<file path="config.mk">
export PLATFORM = sky130hd
export DESIGN_NAME = usb_endpoint_mode_responder
export DESIGN_NICKNAME = d
export VERILOG_FILES = /design/src/inc/ep_mode_pkg.sv /design/src/usb_endpoint_mode_responder.sv
export VERILOG_INCLUDE_DIRS = /design/src /design/src/inc
export SDC_FILE = /design/constraint.sdc
export NUM_CORES = 1
export LEC_CHECK = 0
export BUFFER_PORTS_ARGS = -buffer_cell sky130_fd_sc_hd__buf_4
export CORE_MARGIN = 2
export CORE_UTILIZATION = 40
export CTS_CLUSTER_SIZE = 16
export DETAILED_ROUTE_END_ITERATION = 12
export SLEW_MARGIN = 20
export SYNTH_ARGS = -nofsm -noshare
export SYNTH_HDL_FRONTEND = slang
export SYNTH_SLANG_ARGS = --single-unit
</file>
<file path="constraint.sdc">
create_clock -name clock -period 1.8 [get_ports clock]
set_input_delay 0.27 -clock clock [delete_from_list [all_inputs] [get_ports clock]]
set_output_delay 0.27 -clock clock [all_outputs]
set_load 0.1 [all_outputs]
</file>
<file path="src/inc/ep_mode_cfg.svh">
// Offsets, field positions, reset values and mode codes for the endpoint mode responder.
// Assumes inclusion by its bare name; holds definitions only.
`ifndef EP_MODE_CFG_SVH
`define EP_MODE_CFG_SVH

// Register offsets (4-bit register address)
`define REG_MODE0          4'h0
`define REG_MODE1          4'h1
`define REG_MODE2          4'h2
`define REG_COUNT0         4'h3
`define REG_COUNT1         4'h4
`define REG_COUNT2         4'h5
`define REG_TOKSTAT        4'h6
`define REG_INTSTAT        4'h7
`define REG_INTMASK        4'h8

// Field positions
`define STALL_BIT          7
`define MODE_MSB           3
`define COUNT_MSB          3
`define TOK_SETUP_BIT      0
`define TOK_IN_BIT         1
`define TOK_OUT_BIT        2

// Reset values
`define MODE_RESET         4'h0
`define BYTE_RESET         8'h00

// Mode codes
`define M_DISABLE          4'h0
`define M_NAK_INOUT        4'h1
`define M_STATUS_OUT       4'h2
`define M_STALL_INOUT      4'h3
`define M_IGNORE_INOUT     4'h4
`define M_RSV5             4'h5
`define M_STATUS_IN        4'h6
`define M_RSV7             4'h7
`define M_NAK_OUT          4'h8
`define M_ACK_OUT          4'h9
`define M_NAKOUT_STATIN    4'hA
`define M_ACKOUT_NAKIN     4'hB
`define M_NAK_IN           4'hC
`define M_ACK_IN           4'hD
`define M_NAKIN_STATOUT    4'hE
`define M_ACKIN_STATOUT    4'hF

// Status-stage OUT must carry this toggle
`define STATUS_TOGGLE      1'b1

`endif

</file>
<file path="src/inc/ep_mode_pkg.sv">
// Types for the endpoint mode responder.
// Assumes ep_mode_cfg.svh is compiled alongside for the numeric constants.
package ep_mode_pkg;

  // Token kinds from the serial interface engine
  typedef enum logic [2:0] {
    TOK_SETUP = 3'h1,
    TOK_IN    = 3'h2,
    TOK_OUT   = 3'h4
  } token_t;

  // Answer kinds to the packet layer
  typedef enum logic [6:0] {
    ANS_NONE  = 7'h01,
    ANS_ACK   = 7'h02,
    ANS_NAK   = 7'h04,
    ANS_STALL = 7'h08,
    ANS_TXCNT = 7'h10,
    ANS_TX0   = 7'h20,
    ANS_IDLE  = 7'h40
  } answer_t;

  // Incoming token with its data-stage facts
  typedef struct packed {
    logic       valid;
    logic [1:0] endpoint;
    token_t     kind;
    logic       zeroLength;
    logic       toggle;
  } token_in_t;

  // Outgoing answer
  typedef struct packed {
    logic       valid;
    logic [1:0] endpoint;
    answer_t    kind;
    logic [3:0] byteCount;
  } answer_out_t;

  // Register bus request
  typedef struct packed {
    logic [3:0] addr;
    logic [7:0] wdata;
    logic       wr;
    logic       rd;
  } bus_req_t;

  // Whole state of the responder
  typedef struct packed {
    logic [2:0][7:0] mode;
    logic [2:0][3:0] count;
    logic [2:0]      tokStat;
    logic [2:0]      intStat;
    logic [2:0]      intMask;
    logic [7:0]      rdata;
    logic            irq;
    answer_out_t     answer;
  } state_t;

endpackage

</file>
<file path="src/usb_endpoint_mode_responder.sv">
// Handshake policy for one control endpoint and two data endpoints.
// Assumes tokens arrive synchronous to clock as single-cycle strobes; the packet
// layer reports a host ACK to our transmitted data through hostAck.
`timescale 1ns/100ps
`include "ep_mode_cfg.svh"

// Overview of operation
// - Mode 0000 disables an endpoint; all tokens ignored, no handshake.
// - Control endpoint ACK to SETUP forces mode 0001 unless mode is 0000.
// - Mode 0001 ACKs SETUP and NAKs every IN and OUT.
// - Mode 1011 ACKing an OUT changes mode to 0001.
// - Mode 1001 ACKing an OUT goes to 1000; 1000 NAKs OUT only.
// - Mode 1101 acknowledged IN goes to 1100; 1100 NAKs IN only.
// - Mode 1111 acknowledged IN goes to 1110; 1110 accepts SETUP, NAKs IN, checks OUT.
// - Data endpoint stall bit 7 turns 1001 OUT and 1101 IN into STALL.
// - Checked OUT is ACKed only if zero length with toggle 1, else STALL.
// - Transmit-count modes send the byte count from count register bits [3:0].
// - Modes 0110 and 1010 answer IN with a zero-length packet.
// - Ignored tokens produce no handshake at all.
// - Every SETUP-accepting mode ACKs a valid SETUP.
// - Modes 0010, 0011, 0100, 0110, 1010, 1011 answer as tabulated.
// - Reset puts every mode to 0000; the engine never leaves 0000 itself.
// - Control endpoint keeps SETUP, IN and OUT received-token flags.
module usb_endpoint_mode_responder (
  input  wire logic                    clock,
  input  wire logic                    rst_n,
  input  wire logic                    clockEnable,
  input  wire ep_mode_pkg::bus_req_t   busReq,
  output logic [7:0]                   busRdata,
  input  wire ep_mode_pkg::token_in_t  token,
  input  wire logic                    hostAck,
  input  wire logic [1:0]              hostAckEndpoint,
  output ep_mode_pkg::answer_out_t     answer,
  output logic                         irq
);

  ep_mode_pkg::state_t state_q;
  ep_mode_pkg::state_t state_d;

  // ----------------------------------------------------------------
  // Answer decode
  // ----------------------------------------------------------------

  // Pure table lookup from mode, stall and token to the answer
  function automatic ep_mode_pkg::answer_t decide(
    input logic [3:0]          md,
    input logic                stall,
    input ep_mode_pkg::token_t kind,
    input logic                checkOk
  );
    ep_mode_pkg::answer_t a;
    logic                 setupOk;
    a       = ep_mode_pkg::ANS_NONE;
    setupOk = (md == `M_NAK_INOUT) || (md == `M_STATUS_OUT) || (md == `M_STALL_INOUT) ||
              (md == `M_IGNORE_INOUT) || (md == `M_STATUS_IN) || (md == `M_NAKOUT_STATIN) ||
              (md == `M_ACKOUT_NAKIN) || (md == `M_NAKIN_STATOUT) || (md == `M_ACKIN_STATOUT);
    case (kind)
      ep_mode_pkg::TOK_SETUP:
      begin
        a = setupOk ? ep_mode_pkg::ANS_ACK : ep_mode_pkg::ANS_NONE;
      end
      ep_mode_pkg::TOK_IN:
      begin
        case (md)
          `M_NAK_INOUT, `M_ACKOUT_NAKIN, `M_NAK_IN, `M_NAKIN_STATOUT:
          begin
            a = ep_mode_pkg::ANS_NAK;
          end
          `M_STATUS_OUT, `M_STALL_INOUT:
          begin
            a = ep_mode_pkg::ANS_STALL;
          end
          `M_STATUS_IN, `M_NAKOUT_STATIN:
          begin
            a = ep_mode_pkg::ANS_TX0;
          end
          `M_RSV7, `M_ACKIN_STATOUT:
          begin
            a = ep_mode_pkg::ANS_TXCNT;
          end
          `M_ACK_IN:
          begin
            a = stall ? ep_mode_pkg::ANS_STALL : ep_mode_pkg::ANS_TXCNT;
          end
          default:
          begin
            a = ep_mode_pkg::ANS_NONE;
          end
        endcase
      end
      ep_mode_pkg::TOK_OUT:
      begin
        case (md)
          `M_NAK_INOUT, `M_NAK_OUT, `M_NAKOUT_STATIN:
          begin
            a = ep_mode_pkg::ANS_NAK;
          end
          `M_STALL_INOUT, `M_STATUS_IN:
          begin
            a = ep_mode_pkg::ANS_STALL;
          end
          `M_RSV5, `M_ACKOUT_NAKIN:
          begin
            a = ep_mode_pkg::ANS_ACK;
          end
          `M_ACK_OUT:
          begin
            a = stall ? ep_mode_pkg::ANS_STALL : ep_mode_pkg::ANS_ACK;
          end
          `M_STATUS_OUT, `M_NAKIN_STATOUT, `M_ACKIN_STATOUT:
          begin
            a = checkOk ? ep_mode_pkg::ANS_ACK : ep_mode_pkg::ANS_STALL;
          end
          default:
          begin
            a = ep_mode_pkg::ANS_NONE;
          end
        endcase
      end
      default:
      begin
        a = ep_mode_pkg::ANS_NONE;
      end
    endcase
    return a;
  endfunction

  // ----------------------------------------------------------------
  // Mode rewrite after a handshake
  // ----------------------------------------------------------------

  // Next mode after our ACK (OUT/SETUP) or the host's ACK (IN)
  function automatic logic [3:0] rewrite(
    input logic [3:0]          md,
    input logic                isControl,
    input ep_mode_pkg::token_t kind,
    input logic                acked
  );
    logic [3:0] n;
    n = md;
    if (acked && (md != `M_DISABLE))
    begin
      if (kind == ep_mode_pkg::TOK_SETUP && isControl)
        n = `M_NAK_INOUT;
      else if (kind == ep_mode_pkg::TOK_OUT && md == `M_ACKOUT_NAKIN)
        n = `M_NAK_INOUT;
      else if (kind == ep_mode_pkg::TOK_OUT && md == `M_ACK_OUT)
        n = `M_NAK_OUT;
      else if (kind == ep_mode_pkg::TOK_IN && md == `M_ACK_IN)
        n = `M_NAK_IN;
      else if (kind == ep_mode_pkg::TOK_IN && md == `M_ACKIN_STATOUT)
        n = `M_NAKIN_STATOUT;
      else
        n = md;
    end
    return n;
  endfunction

  // ----------------------------------------------------------------
  // Next state
  // ----------------------------------------------------------------

  // Answer, mode rewrite, token flags, interrupts and register access
  always_comb
  begin
    ep_mode_pkg::answer_t a;
    logic [3:0]           md;
    logic                 stall;
    logic                 checkOk;
    logic [2:0]           events;
    logic [7:0]           ctrlByte;
    state_d = state_q;
    a       = ep_mode_pkg::ANS_IDLE;
    md      = state_q.mode[token.endpoint][`MODE_MSB:0];
    stall   = (token.endpoint != 2'h0) && state_q.mode[token.endpoint][`STALL_BIT];
    checkOk = token.zeroLength && (token.toggle == `STATUS_TOGGLE);
    events  = 3'h0;
    ctrlByte = `BYTE_RESET;

    // Answer idles between tokens; a stale byte count must not linger
    state_d.answer.valid = 1'b0;
    state_d.answer.kind  = ep_mode_pkg::ANS_IDLE;
    state_d.answer.byteCount = 4'h0;

    // Token arrives: answer it and apply rewrites for our own ACKs
    if (token.valid && token.endpoint <= 2'h2)
    begin
      a = decide(md, stall, token.kind, checkOk);
      state_d.answer.valid     = 1'b1;
      state_d.answer.endpoint  = token.endpoint;
      state_d.answer.kind      = a;
      state_d.answer.byteCount = (a == ep_mode_pkg::ANS_TXCNT) ?
                                 state_q.count[token.endpoint] : 4'h0;
      if (token.kind != ep_mode_pkg::TOK_IN)
        state_d.mode[token.endpoint][`MODE_MSB:0] =
          rewrite(md, token.endpoint == 2'h0, token.kind, a == ep_mode_pkg::ANS_ACK);
      if (token.endpoint == 2'h0 && md != `M_DISABLE)
      begin
        state_d.tokStat = token.kind;
      end
      if (a != ep_mode_pkg::ANS_NONE)
        events[token.endpoint] = 1'b1;
    end

    // Host acknowledged our IN data
    if (hostAck && hostAckEndpoint <= 2'h2)
    begin
      state_d.mode[hostAckEndpoint][`MODE_MSB:0] =
        rewrite(state_q.mode[hostAckEndpoint][`MODE_MSB:0], hostAckEndpoint == 2'h0,
                ep_mode_pkg::TOK_IN, 1'b1);
    end

    // Register writes; bit 7 of the control mode has no stall meaning
    if (busReq.wr)
    begin
      case (busReq.addr)
        `REG_MODE0:
        begin
          state_d.mode[0] = {4'h0, busReq.wdata[`MODE_MSB:0]};
        end
        `REG_MODE1:
        begin
          state_d.mode[1] = {busReq.wdata[`STALL_BIT], 3'h0, busReq.wdata[`MODE_MSB:0]};
        end
        `REG_MODE2:
        begin
          state_d.mode[2] = {busReq.wdata[`STALL_BIT], 3'h0, busReq.wdata[`MODE_MSB:0]};
        end
        `REG_COUNT0:
        begin
          state_d.count[0] = busReq.wdata[`COUNT_MSB:0];
        end
        `REG_COUNT1:
        begin
          state_d.count[1] = busReq.wdata[`COUNT_MSB:0];
        end
        `REG_COUNT2:
        begin
          state_d.count[2] = busReq.wdata[`COUNT_MSB:0];
        end
        `REG_TOKSTAT:
        begin
          state_d.tokStat = state_q.tokStat & ~busReq.wdata[2:0];
        end
        `REG_INTSTAT:
        begin
          state_d.intStat = state_q.intStat & ~busReq.wdata[2:0];
        end
        `REG_INTMASK:
        begin
          state_d.intMask = busReq.wdata[2:0];
        end
        // Unmapped places are ignored
        default:
        begin
          state_d.intMask = state_q.intMask;
        end
      endcase
    end

    // Event sets win over a same-cycle clear
    state_d.intStat = state_d.intStat | events;
    if (token.valid && token.endpoint == 2'h0 && md != `M_DISABLE)
      state_d.tokStat = token.kind;

    // Register reads, data stand one cycle later
    ctrlByte = `BYTE_RESET;
    if (busReq.rd)
    begin
      case (busReq.addr)
        `REG_MODE0:
        begin
          ctrlByte = state_q.mode[0];
        end
        `REG_MODE1:
        begin
          ctrlByte = state_q.mode[1];
        end
        `REG_MODE2:
        begin
          ctrlByte = state_q.mode[2];
        end
        `REG_COUNT0:
        begin
          ctrlByte = {4'h0, state_q.count[0]};
        end
        `REG_COUNT1:
        begin
          ctrlByte = {4'h0, state_q.count[1]};
        end
        `REG_COUNT2:
        begin
          ctrlByte = {4'h0, state_q.count[2]};
        end
        `REG_TOKSTAT:
        begin
          ctrlByte = {5'h00, state_q.tokStat};
        end
        `REG_INTSTAT:
        begin
          ctrlByte = {5'h00, state_q.intStat};
        end
        `REG_INTMASK:
        begin
          ctrlByte = {5'h00, state_q.intMask};
        end
        // Unmapped places read as zero
        default:
        begin
          ctrlByte = `BYTE_RESET;
        end
      endcase
    end
    state_d.rdata = ctrlByte;
    state_d.irq   = |(state_d.intStat & state_d.intMask);
  end

  // ----------------------------------------------------------------
  // State register
  // ----------------------------------------------------------------

  // All state resets to disabled and idle; clockEnable freezes everything
  always_ff @(posedge clock or negedge rst_n)
  begin
    if (!rst_n)
    begin
      state_q                  <= '0;
      state_q.answer.kind      <= ep_mode_pkg::ANS_IDLE;
    end
    else if (clockEnable)
    begin
      state_q <= state_d;
    end
  end

  // Outputs straight from flip-flops
  assign busRdata = state_q.rdata;
  assign answer   = state_q.answer;
  assign irq      = state_q.irq;

endmodule

</file>
-- After elaboration in Yosys (flattened, before gate mapping)
Cells that the tools add are included.
- flip-flop bits (word level): 68
- word-level logic and storage cells: 155
- bitwise logic cells: 5
- muxes and demuxes: 56
- reduce and logical (&&, ||, !) cells: 41
- equal/unequal tests: 32
- $lt $le $gt $ge: 6
- operators by type and width (operator ; number):
    2-to-1 mux 4 bit ; 22
    2-to-1 mux 24 bit ; 3
    one-hot mux 8 bit (9 select lines) ; 1
    bitwise mux 24 bit ; 2
    2-to-1 mux 45 bit ; 1
    equality test 4 bit, second input constant ; 11
    2-to-1 mux 8 bit ; 5
    binary-select mux 8 bit (select 2 bit) ; 2
    demux 8 bit (select 2 bit) ; 2
    equality test 4 x 3 -> 1 bit, second input constant ; 8
    one-hot mux 6 bit (5 select lines) ; 1
    2-to-1 mux 3 bit ; 8
    one-hot mux 4 bit (5 select lines) ; 1
    one-hot mux 6 bit (3 select lines) ; 1
    equality test 4 x 2 -> 1 bit, second input constant ; 4
    logical AND 1 bit ; 15
    2-to-1 mux 14 bit ; 1
    OR reduction 2 bit ; 5
    bitwise AND 3 bit ; 3
    AND reduction 3 bit ; 3
    OR reduction 3 bit ; 3
    binary-select mux 4 bit (select 2 bit) ; 1
    equality test 4 x 1 -> 1 bit, second input constant ; 2
    logical OR 1 bit ; 8
    23 further kinds ; 27

-- Depth between registers and ports, before layout
- word-level depth: 29
- mapped depth: 10
- gate-level depth less buffers: 7

-- Worst setup path before layout
No wires, ideal clock.
- path type: input -> register
- start: in token[6] (netlist bit)
- end: reg state_q[52] (netlist bit)
- stages on the path: 8
- path slack: -0.156 ns
- required time: 1.666 ns
- arrival time: 1.821 ns
- path buffers: 1
- library setup time: 0.134 ns
- cells stage by stage: buf_6 -> mux2i_2 -> a2bb2oi_1 -> nor4_2 -> nor4_4 -> a311oi_2 -> nor3_2 -> a31oi_1
- word-level cells in the longest chain between the ends: 26
- ends and longest elaborated chain (item ; RTL line ; source):
    start, declared ; usb_endpoint_mode_responder.sv:30 ; input wire ep_mode_pkg::token_in_t token,
    binary-select mux 8 bit (select 2 bit) ; usb_endpoint_mode_responder.sv:174, usb_endpoint_mode_responder.sv:175 ;
    2-to-1 mux 8 bit (implied by the code) ; usb_endpoint_mode_responder.sv:175 ; stall = (token.endpoint != 2'h0) && state_q.mode[token.endpoint][`STALL_BIT];
    equality test 4 x 1 -> 1 bit / equality test 4 x 2 -> 1 bit (equally long branches) ; usb_endpoint_mode_responder.sv:64, usb_endpoint_mode_responder.sv:93 ;
    logical OR 1 bit (8 in a row) ; usb_endpoint_mode_responder.sv:54 ; setupOk = (md == `M_NAK_INOUT) || (md == `M_STATUS_OUT) || (md == `M_STALL_INOUT) ||
    2-to-1 mux 2 bit ; usb_endpoint_mode_responder.sv:60 ; a = setupOk ? ep_mode_pkg::ANS_ACK : ep_mode_pkg::ANS_NONE;
    one-hot mux 6 bit (3 select lines) ; usb_endpoint_mode_responder.sv:57 ; case (kind)
    2-to-1 mux 7 bit ; usb_endpoint_mode_responder.sv:186 ; if (token.valid && token.endpoint <= 2'h2)
    equality test 7 x 2 -> 1 bit ; usb_endpoint_mode_responder.sv:196 ; rewrite(md, token.endpoint == 2'h0, token.kind, a == ep_mode_pkg::ANS_ACK);
    [3 not listed] ; -- ;
    2-to-1 mux 4 bit ; usb_endpoint_mode_responder.sv:186 ;
    bitwise mux 24 bit ; usb_endpoint_mode_responder.sv:195 ; state_d.mode[token.endpoint][`MODE_MSB:0] =
    2-to-1 mux 24 bit ; usb_endpoint_mode_responder.sv:194 ; if (token.kind != ep_mode_pkg::TOK_IN)
    2-to-1 mux 24 bit * ; usb_endpoint_mode_responder.sv:186 ;
    bitwise mux 24 bit ; usb_endpoint_mode_responder.sv:208 ; state_d.mode[hostAckEndpoint][`MODE_MSB:0] =
    2-to-1 mux 24 bit * ; usb_endpoint_mode_responder.sv:206 ; if (hostAck && hostAckEndpoint <= 2'h2)
    2-to-1 mux 8 bit ; usb_endpoint_mode_responder.sv:216 ; case (busReq.addr)
    2-to-1 mux 45 bit * ; usb_endpoint_mode_responder.sv:214 ; if (busReq.wr)
    end signal, assigned ; usb_endpoint_mode_responder.sv:332 ; state_q <= state_d;
    end, declared ; usb_endpoint_mode_responder.sv:37 ; ep_mode_pkg::state_t state_q;
Mark *: on every way between the ends. The rest lies on a longest branch, timed or not. The select of a mux whose other input is x is not followed.
A chain may end at the register's enable or synchronous reset.

-- Worst setup path in the final report
- start: reg state_q[60] (netlist bit)
- end: reg state_q[52] (netlist bit)
- word-level cells in the longest chain between the ends: 26
- ends and longest elaborated chain (item ; RTL line ; source):
    binary-select mux 8 bit (select 2 bit) ; usb_endpoint_mode_responder.sv:174 ; md = state_q.mode[token.endpoint][`MODE_MSB:0];
    2-to-1 mux 8 bit ; -- ;
    equality test 4 x 1 -> 1 bit / equality test 4 x 2 -> 1 bit (equally long branches) ; usb_endpoint_mode_responder.sv:64, usb_endpoint_mode_responder.sv:93 ;
    logical OR 1 bit (8 in a row) ; usb_endpoint_mode_responder.sv:54 ;
    2-to-1 mux 2 bit ; usb_endpoint_mode_responder.sv:60 ;
    one-hot mux 6 bit (3 select lines) ; usb_endpoint_mode_responder.sv:57 ;
    2-to-1 mux 7 bit ; usb_endpoint_mode_responder.sv:186 ;
    equality test 7 x 2 -> 1 bit ; usb_endpoint_mode_responder.sv:196 ;
    [3 not listed] ; -- ;
    2-to-1 mux 4 bit ; usb_endpoint_mode_responder.sv:186 ;
    bitwise mux 24 bit ; usb_endpoint_mode_responder.sv:195 ;
    2-to-1 mux 24 bit ; usb_endpoint_mode_responder.sv:194 ;
    2-to-1 mux 24 bit ; usb_endpoint_mode_responder.sv:186 ;
    bitwise mux 24 bit ; usb_endpoint_mode_responder.sv:208 ;
    2-to-1 mux 24 bit * ; usb_endpoint_mode_responder.sv:206 ;
    2-to-1 mux 8 bit ; usb_endpoint_mode_responder.sv:216 ;
    2-to-1 mux 45 bit * ; usb_endpoint_mode_responder.sv:214 ;
Marks and branches as above.

==> reports/qor.txt <==
Kind of start point of the critical path: register
Synth unique cells: 64
Via count: 3865
Share of layout cells above drive strength 1: 0.438
Detailed Route Iter0 Violations: 191
Worst path top cell family by delay: compound AO/OA/AOI/OAI gates
DRC errors left: 0
Mapped Nets: 456
Post-synth top cells: dfrtp_1 (55), nor2_1 (47), nand2_1 (42)
Antenna violations before repair: 0
H-tree Lvls: 2
Global-route wire length before repair: 20900 um
Reg-to-Reg Start: state_q[60]
Number of fill cells: 841
Width of the die: 103 um
Cell with the largest stage delay on the worst path: dfrtp_1
Antenna cells: 0
Drt pass-1 iters: 5
Core Box Area: 9330 um2
Hold Path End: state_q[30]
Worst stage delay on the critical path: 0.41 ns
Initial Util: 0.417
# IOs: 51
Seq cells post-synth: 56
Dpl ws: -0.413 ns
Max Buffers Root-to-Sink: 2
Final hold vios: 0
Max Slew Vio Count: 0
Critical path arrival: 2.25 ns
TritonCTS clock tree: yes
Post-Syn Area per Cell: 9.08 um2
Setup_tns: -3.14 ns
Hold path cells: 3
Kind of critical path: register to register
Final setup vio count: 24
Clock sink count: 56
Worst hold path class: input pin to register
Most numerous cell in the Yosys netlist: dfrtp_1
Vias in the first global route: 3760
Register area: 1400 um2
Yosys top cell area share: 0.354
Total gr overflow: 0
Worst r2r path cells: 8
Tmin final: 2.05 ns
Unrepaired setup endpoints after global routing: true
Dpl hpwl: 10200 um
Num CTS Buffers: 5
Max Freq: 0.488 GHz
Ys flop type: dfrtp_1
Layout net count: 586
Synth area leader: dfrtp_1
Die Y: 103 um
CP required: 2.01 ns
Total track usage: 0.264
Worst rel slew slack: 0.695
Synth Warn #: 0
Die area: 10500 um2
Fin util: 0.590
Clock-pin slew on the worst setup and hold paths: 0.11 ns
Via-to-Cell Ratio: 5.62
Number of buffers and inverters on the critical path: 1
Area occupied by multi-input gates: 2440 um2
Total routed wirelength: 13500 um
Row count: 35
Worst slew pin tran: 0.455 ns
Synthesis-to-finish area growth: 41.5%
Cell Chain, Critical Path: mux2i_2, a2bb2oi_4, buf_6, a21oi_4, o221a_4, and3_4, nor3_4, a31oi_1
Max VDD drop: 0.711 mV
Avg WL per Cell: 19.6 um
Routability cong.: 0.971
Worst hold slack: 0.169 ns
Synthesized instance count: 428
Mapped Area: 3890 um2
Period Utilization, post-route: 1.14
Worst clock skew: 0.00833 ns
Synth area leaders: dfrtp_1 (35%), mux2_2 (6.1%), mux2i_1 (5.4%)
CP max FO: 4
Overall Power: 4.62 mW
Ys async rst share: 1.00
PwrDens: 840 nW/um2
Final ANT Viol Nets: 0
Largest net degree at the start of global routing: 57
PortBufs: 47
PnR worst setup slack: -0.248 ns
Static leakage: 2.41 nW
R2R Setup Slk: -0.25 ns
MaxCap Viol Count: 0
Violated checks: setup timing
Crit path capture type: register
Hold path start: token[3]
RR Endpoint: state_q[52]
Post-synth EDFFs: 0
Root buf cell: clkbuf_8
Register area share after synthesis: 0.361
Status: complete, but fails checks
Worst skew pair latency: 0.33 ns
## per-stage QoR
step                std cells  instance area (um2)
detailed placement        661                 4970
floorplan                 428                 3960
CTS                       679                 5270
global route              688                 5500
global placement          661                 4970
finish                    688                 5500
## what timing repair did
| action | CTS | global route |
|---|---|---|
| hold buffers | 1 | 0 |
| pin swaps | 21 | 26 |
| setup buffers | 9 | 10 |
| hold endpoints to repair | 55 | 0 |
| gates resized for setup | 26 | 32 |
| setup endpoints to repair | 26 | 26 |
## cells in the final DEF, fill, tap and decap left out, types with 3 or more instances in the layout
| cell type | instances |
|---|---|
| a2bb2oi_4 | 3 |
| o2bb2ai_2 | 4 |
| o22ai_1 | 5 |
| a21o_1 | 3 |
| nor2b_1 | 7 |
| nand3_1 | 15 |
| o2bb2ai_4 | 4 |
| nor3_1 | 4 |
| a222oi_1 | 3 |
| a22oi_1 | 7 |
| inv_1 | 6 |
| clkbuf_8 | 5 |
| o211ai_1 | 4 |
| dfrtp_1 | 54 |
| a22o_1 | 8 |
| o21ai_0 | 13 |
| buf_12 | 5 |
| nor2_1 | 46 |
| a31oi_1 | 5 |
| or3_1 | 4 |
| buf_4 | 152 |
| o21ai_1 | 8 |
| mux2i_1 | 19 |
| buf_6 | 11 |
| nor3_4 | 3 |
| mux2_2 | 21 |
| and2_1 | 4 |
| nor3b_1 | 3 |
| a21oi_1 | 22 |
| nand2_1 | 39 |
| nand2_2 | 3 |
| a211oi_1 | 3 |
| mux2i_4 | 3 |
| o2bb2ai_1 | 8 |
| nand2b_1 | 5 |
## flip-flops by register name (all words and copies together) (netlist names)
name and flops:
answer 14, busRdata 6, irq 1, state_q 35
## power by group
part / internal [mW] / switching [mW]
Sequential: 1.47 / 0.242
Clock: 0.286 / 0.489
Combinational: 0.991 / 1.14
Total: 2.75 / 1.87
## worst max path at each step
stage                 from           to  slack, ns  depth (start not counted)
5_1_grt        state_q[60]  state_q[52]      -0.33                          8
3_5_place_dp      token[6]  state_q[52]      -0.41                          8
2_1_floorplan     token[5]  state_q[52]      -0.08                         10
4_1_cts        state_q[62]  state_q[28]      -0.18                          7
6_report       state_q[60]  state_q[52]      -0.25                          8
3_3_place_gp      token[6]    answer[7]      -0.38                          9
## per-layer routing
layer  wire length [um]  vias up  part of all wire  GRT usage
met3                796       13             0.059     0.0346
met2               6110      137              0.45      0.398
met4                212        0             0.016     0.0769
met5                  0        -                 0          0
li1                   -     1831                 -          -
met1               6350     1884              0.47      0.396
## worst register-to-register path: stages (launching register included)
cell	delay, ns
dfrtp_1	0.41
mux2i_2	0.23
a2bb2oi_4	0.25
buf_6	0.14
a21oi_4	0.05
o221a_4	0.31
and3_4	0.20
nor3_4	0.24
a31oi_1	0.11
## area by class of cell
class                   instances  area share
clock buffers                   5      0.0125
clock inverters                 3     0.00455
inverters                       7     0.00478
multi-input cells             319       0.444
flip-flops and latches         56       0.255
well taps                     129      0.0293
repair buffers                169       0.250
## cell families after synthesis
group	Yosys count	synth area share
AOI/OAI and AO/OA	128	0.250
buffers and inverters	53	0.0824
DFF	56	0.361
muxes	44	0.124
and+or+nand+nor	147	0.182
(Power assumes the default switching activity.)
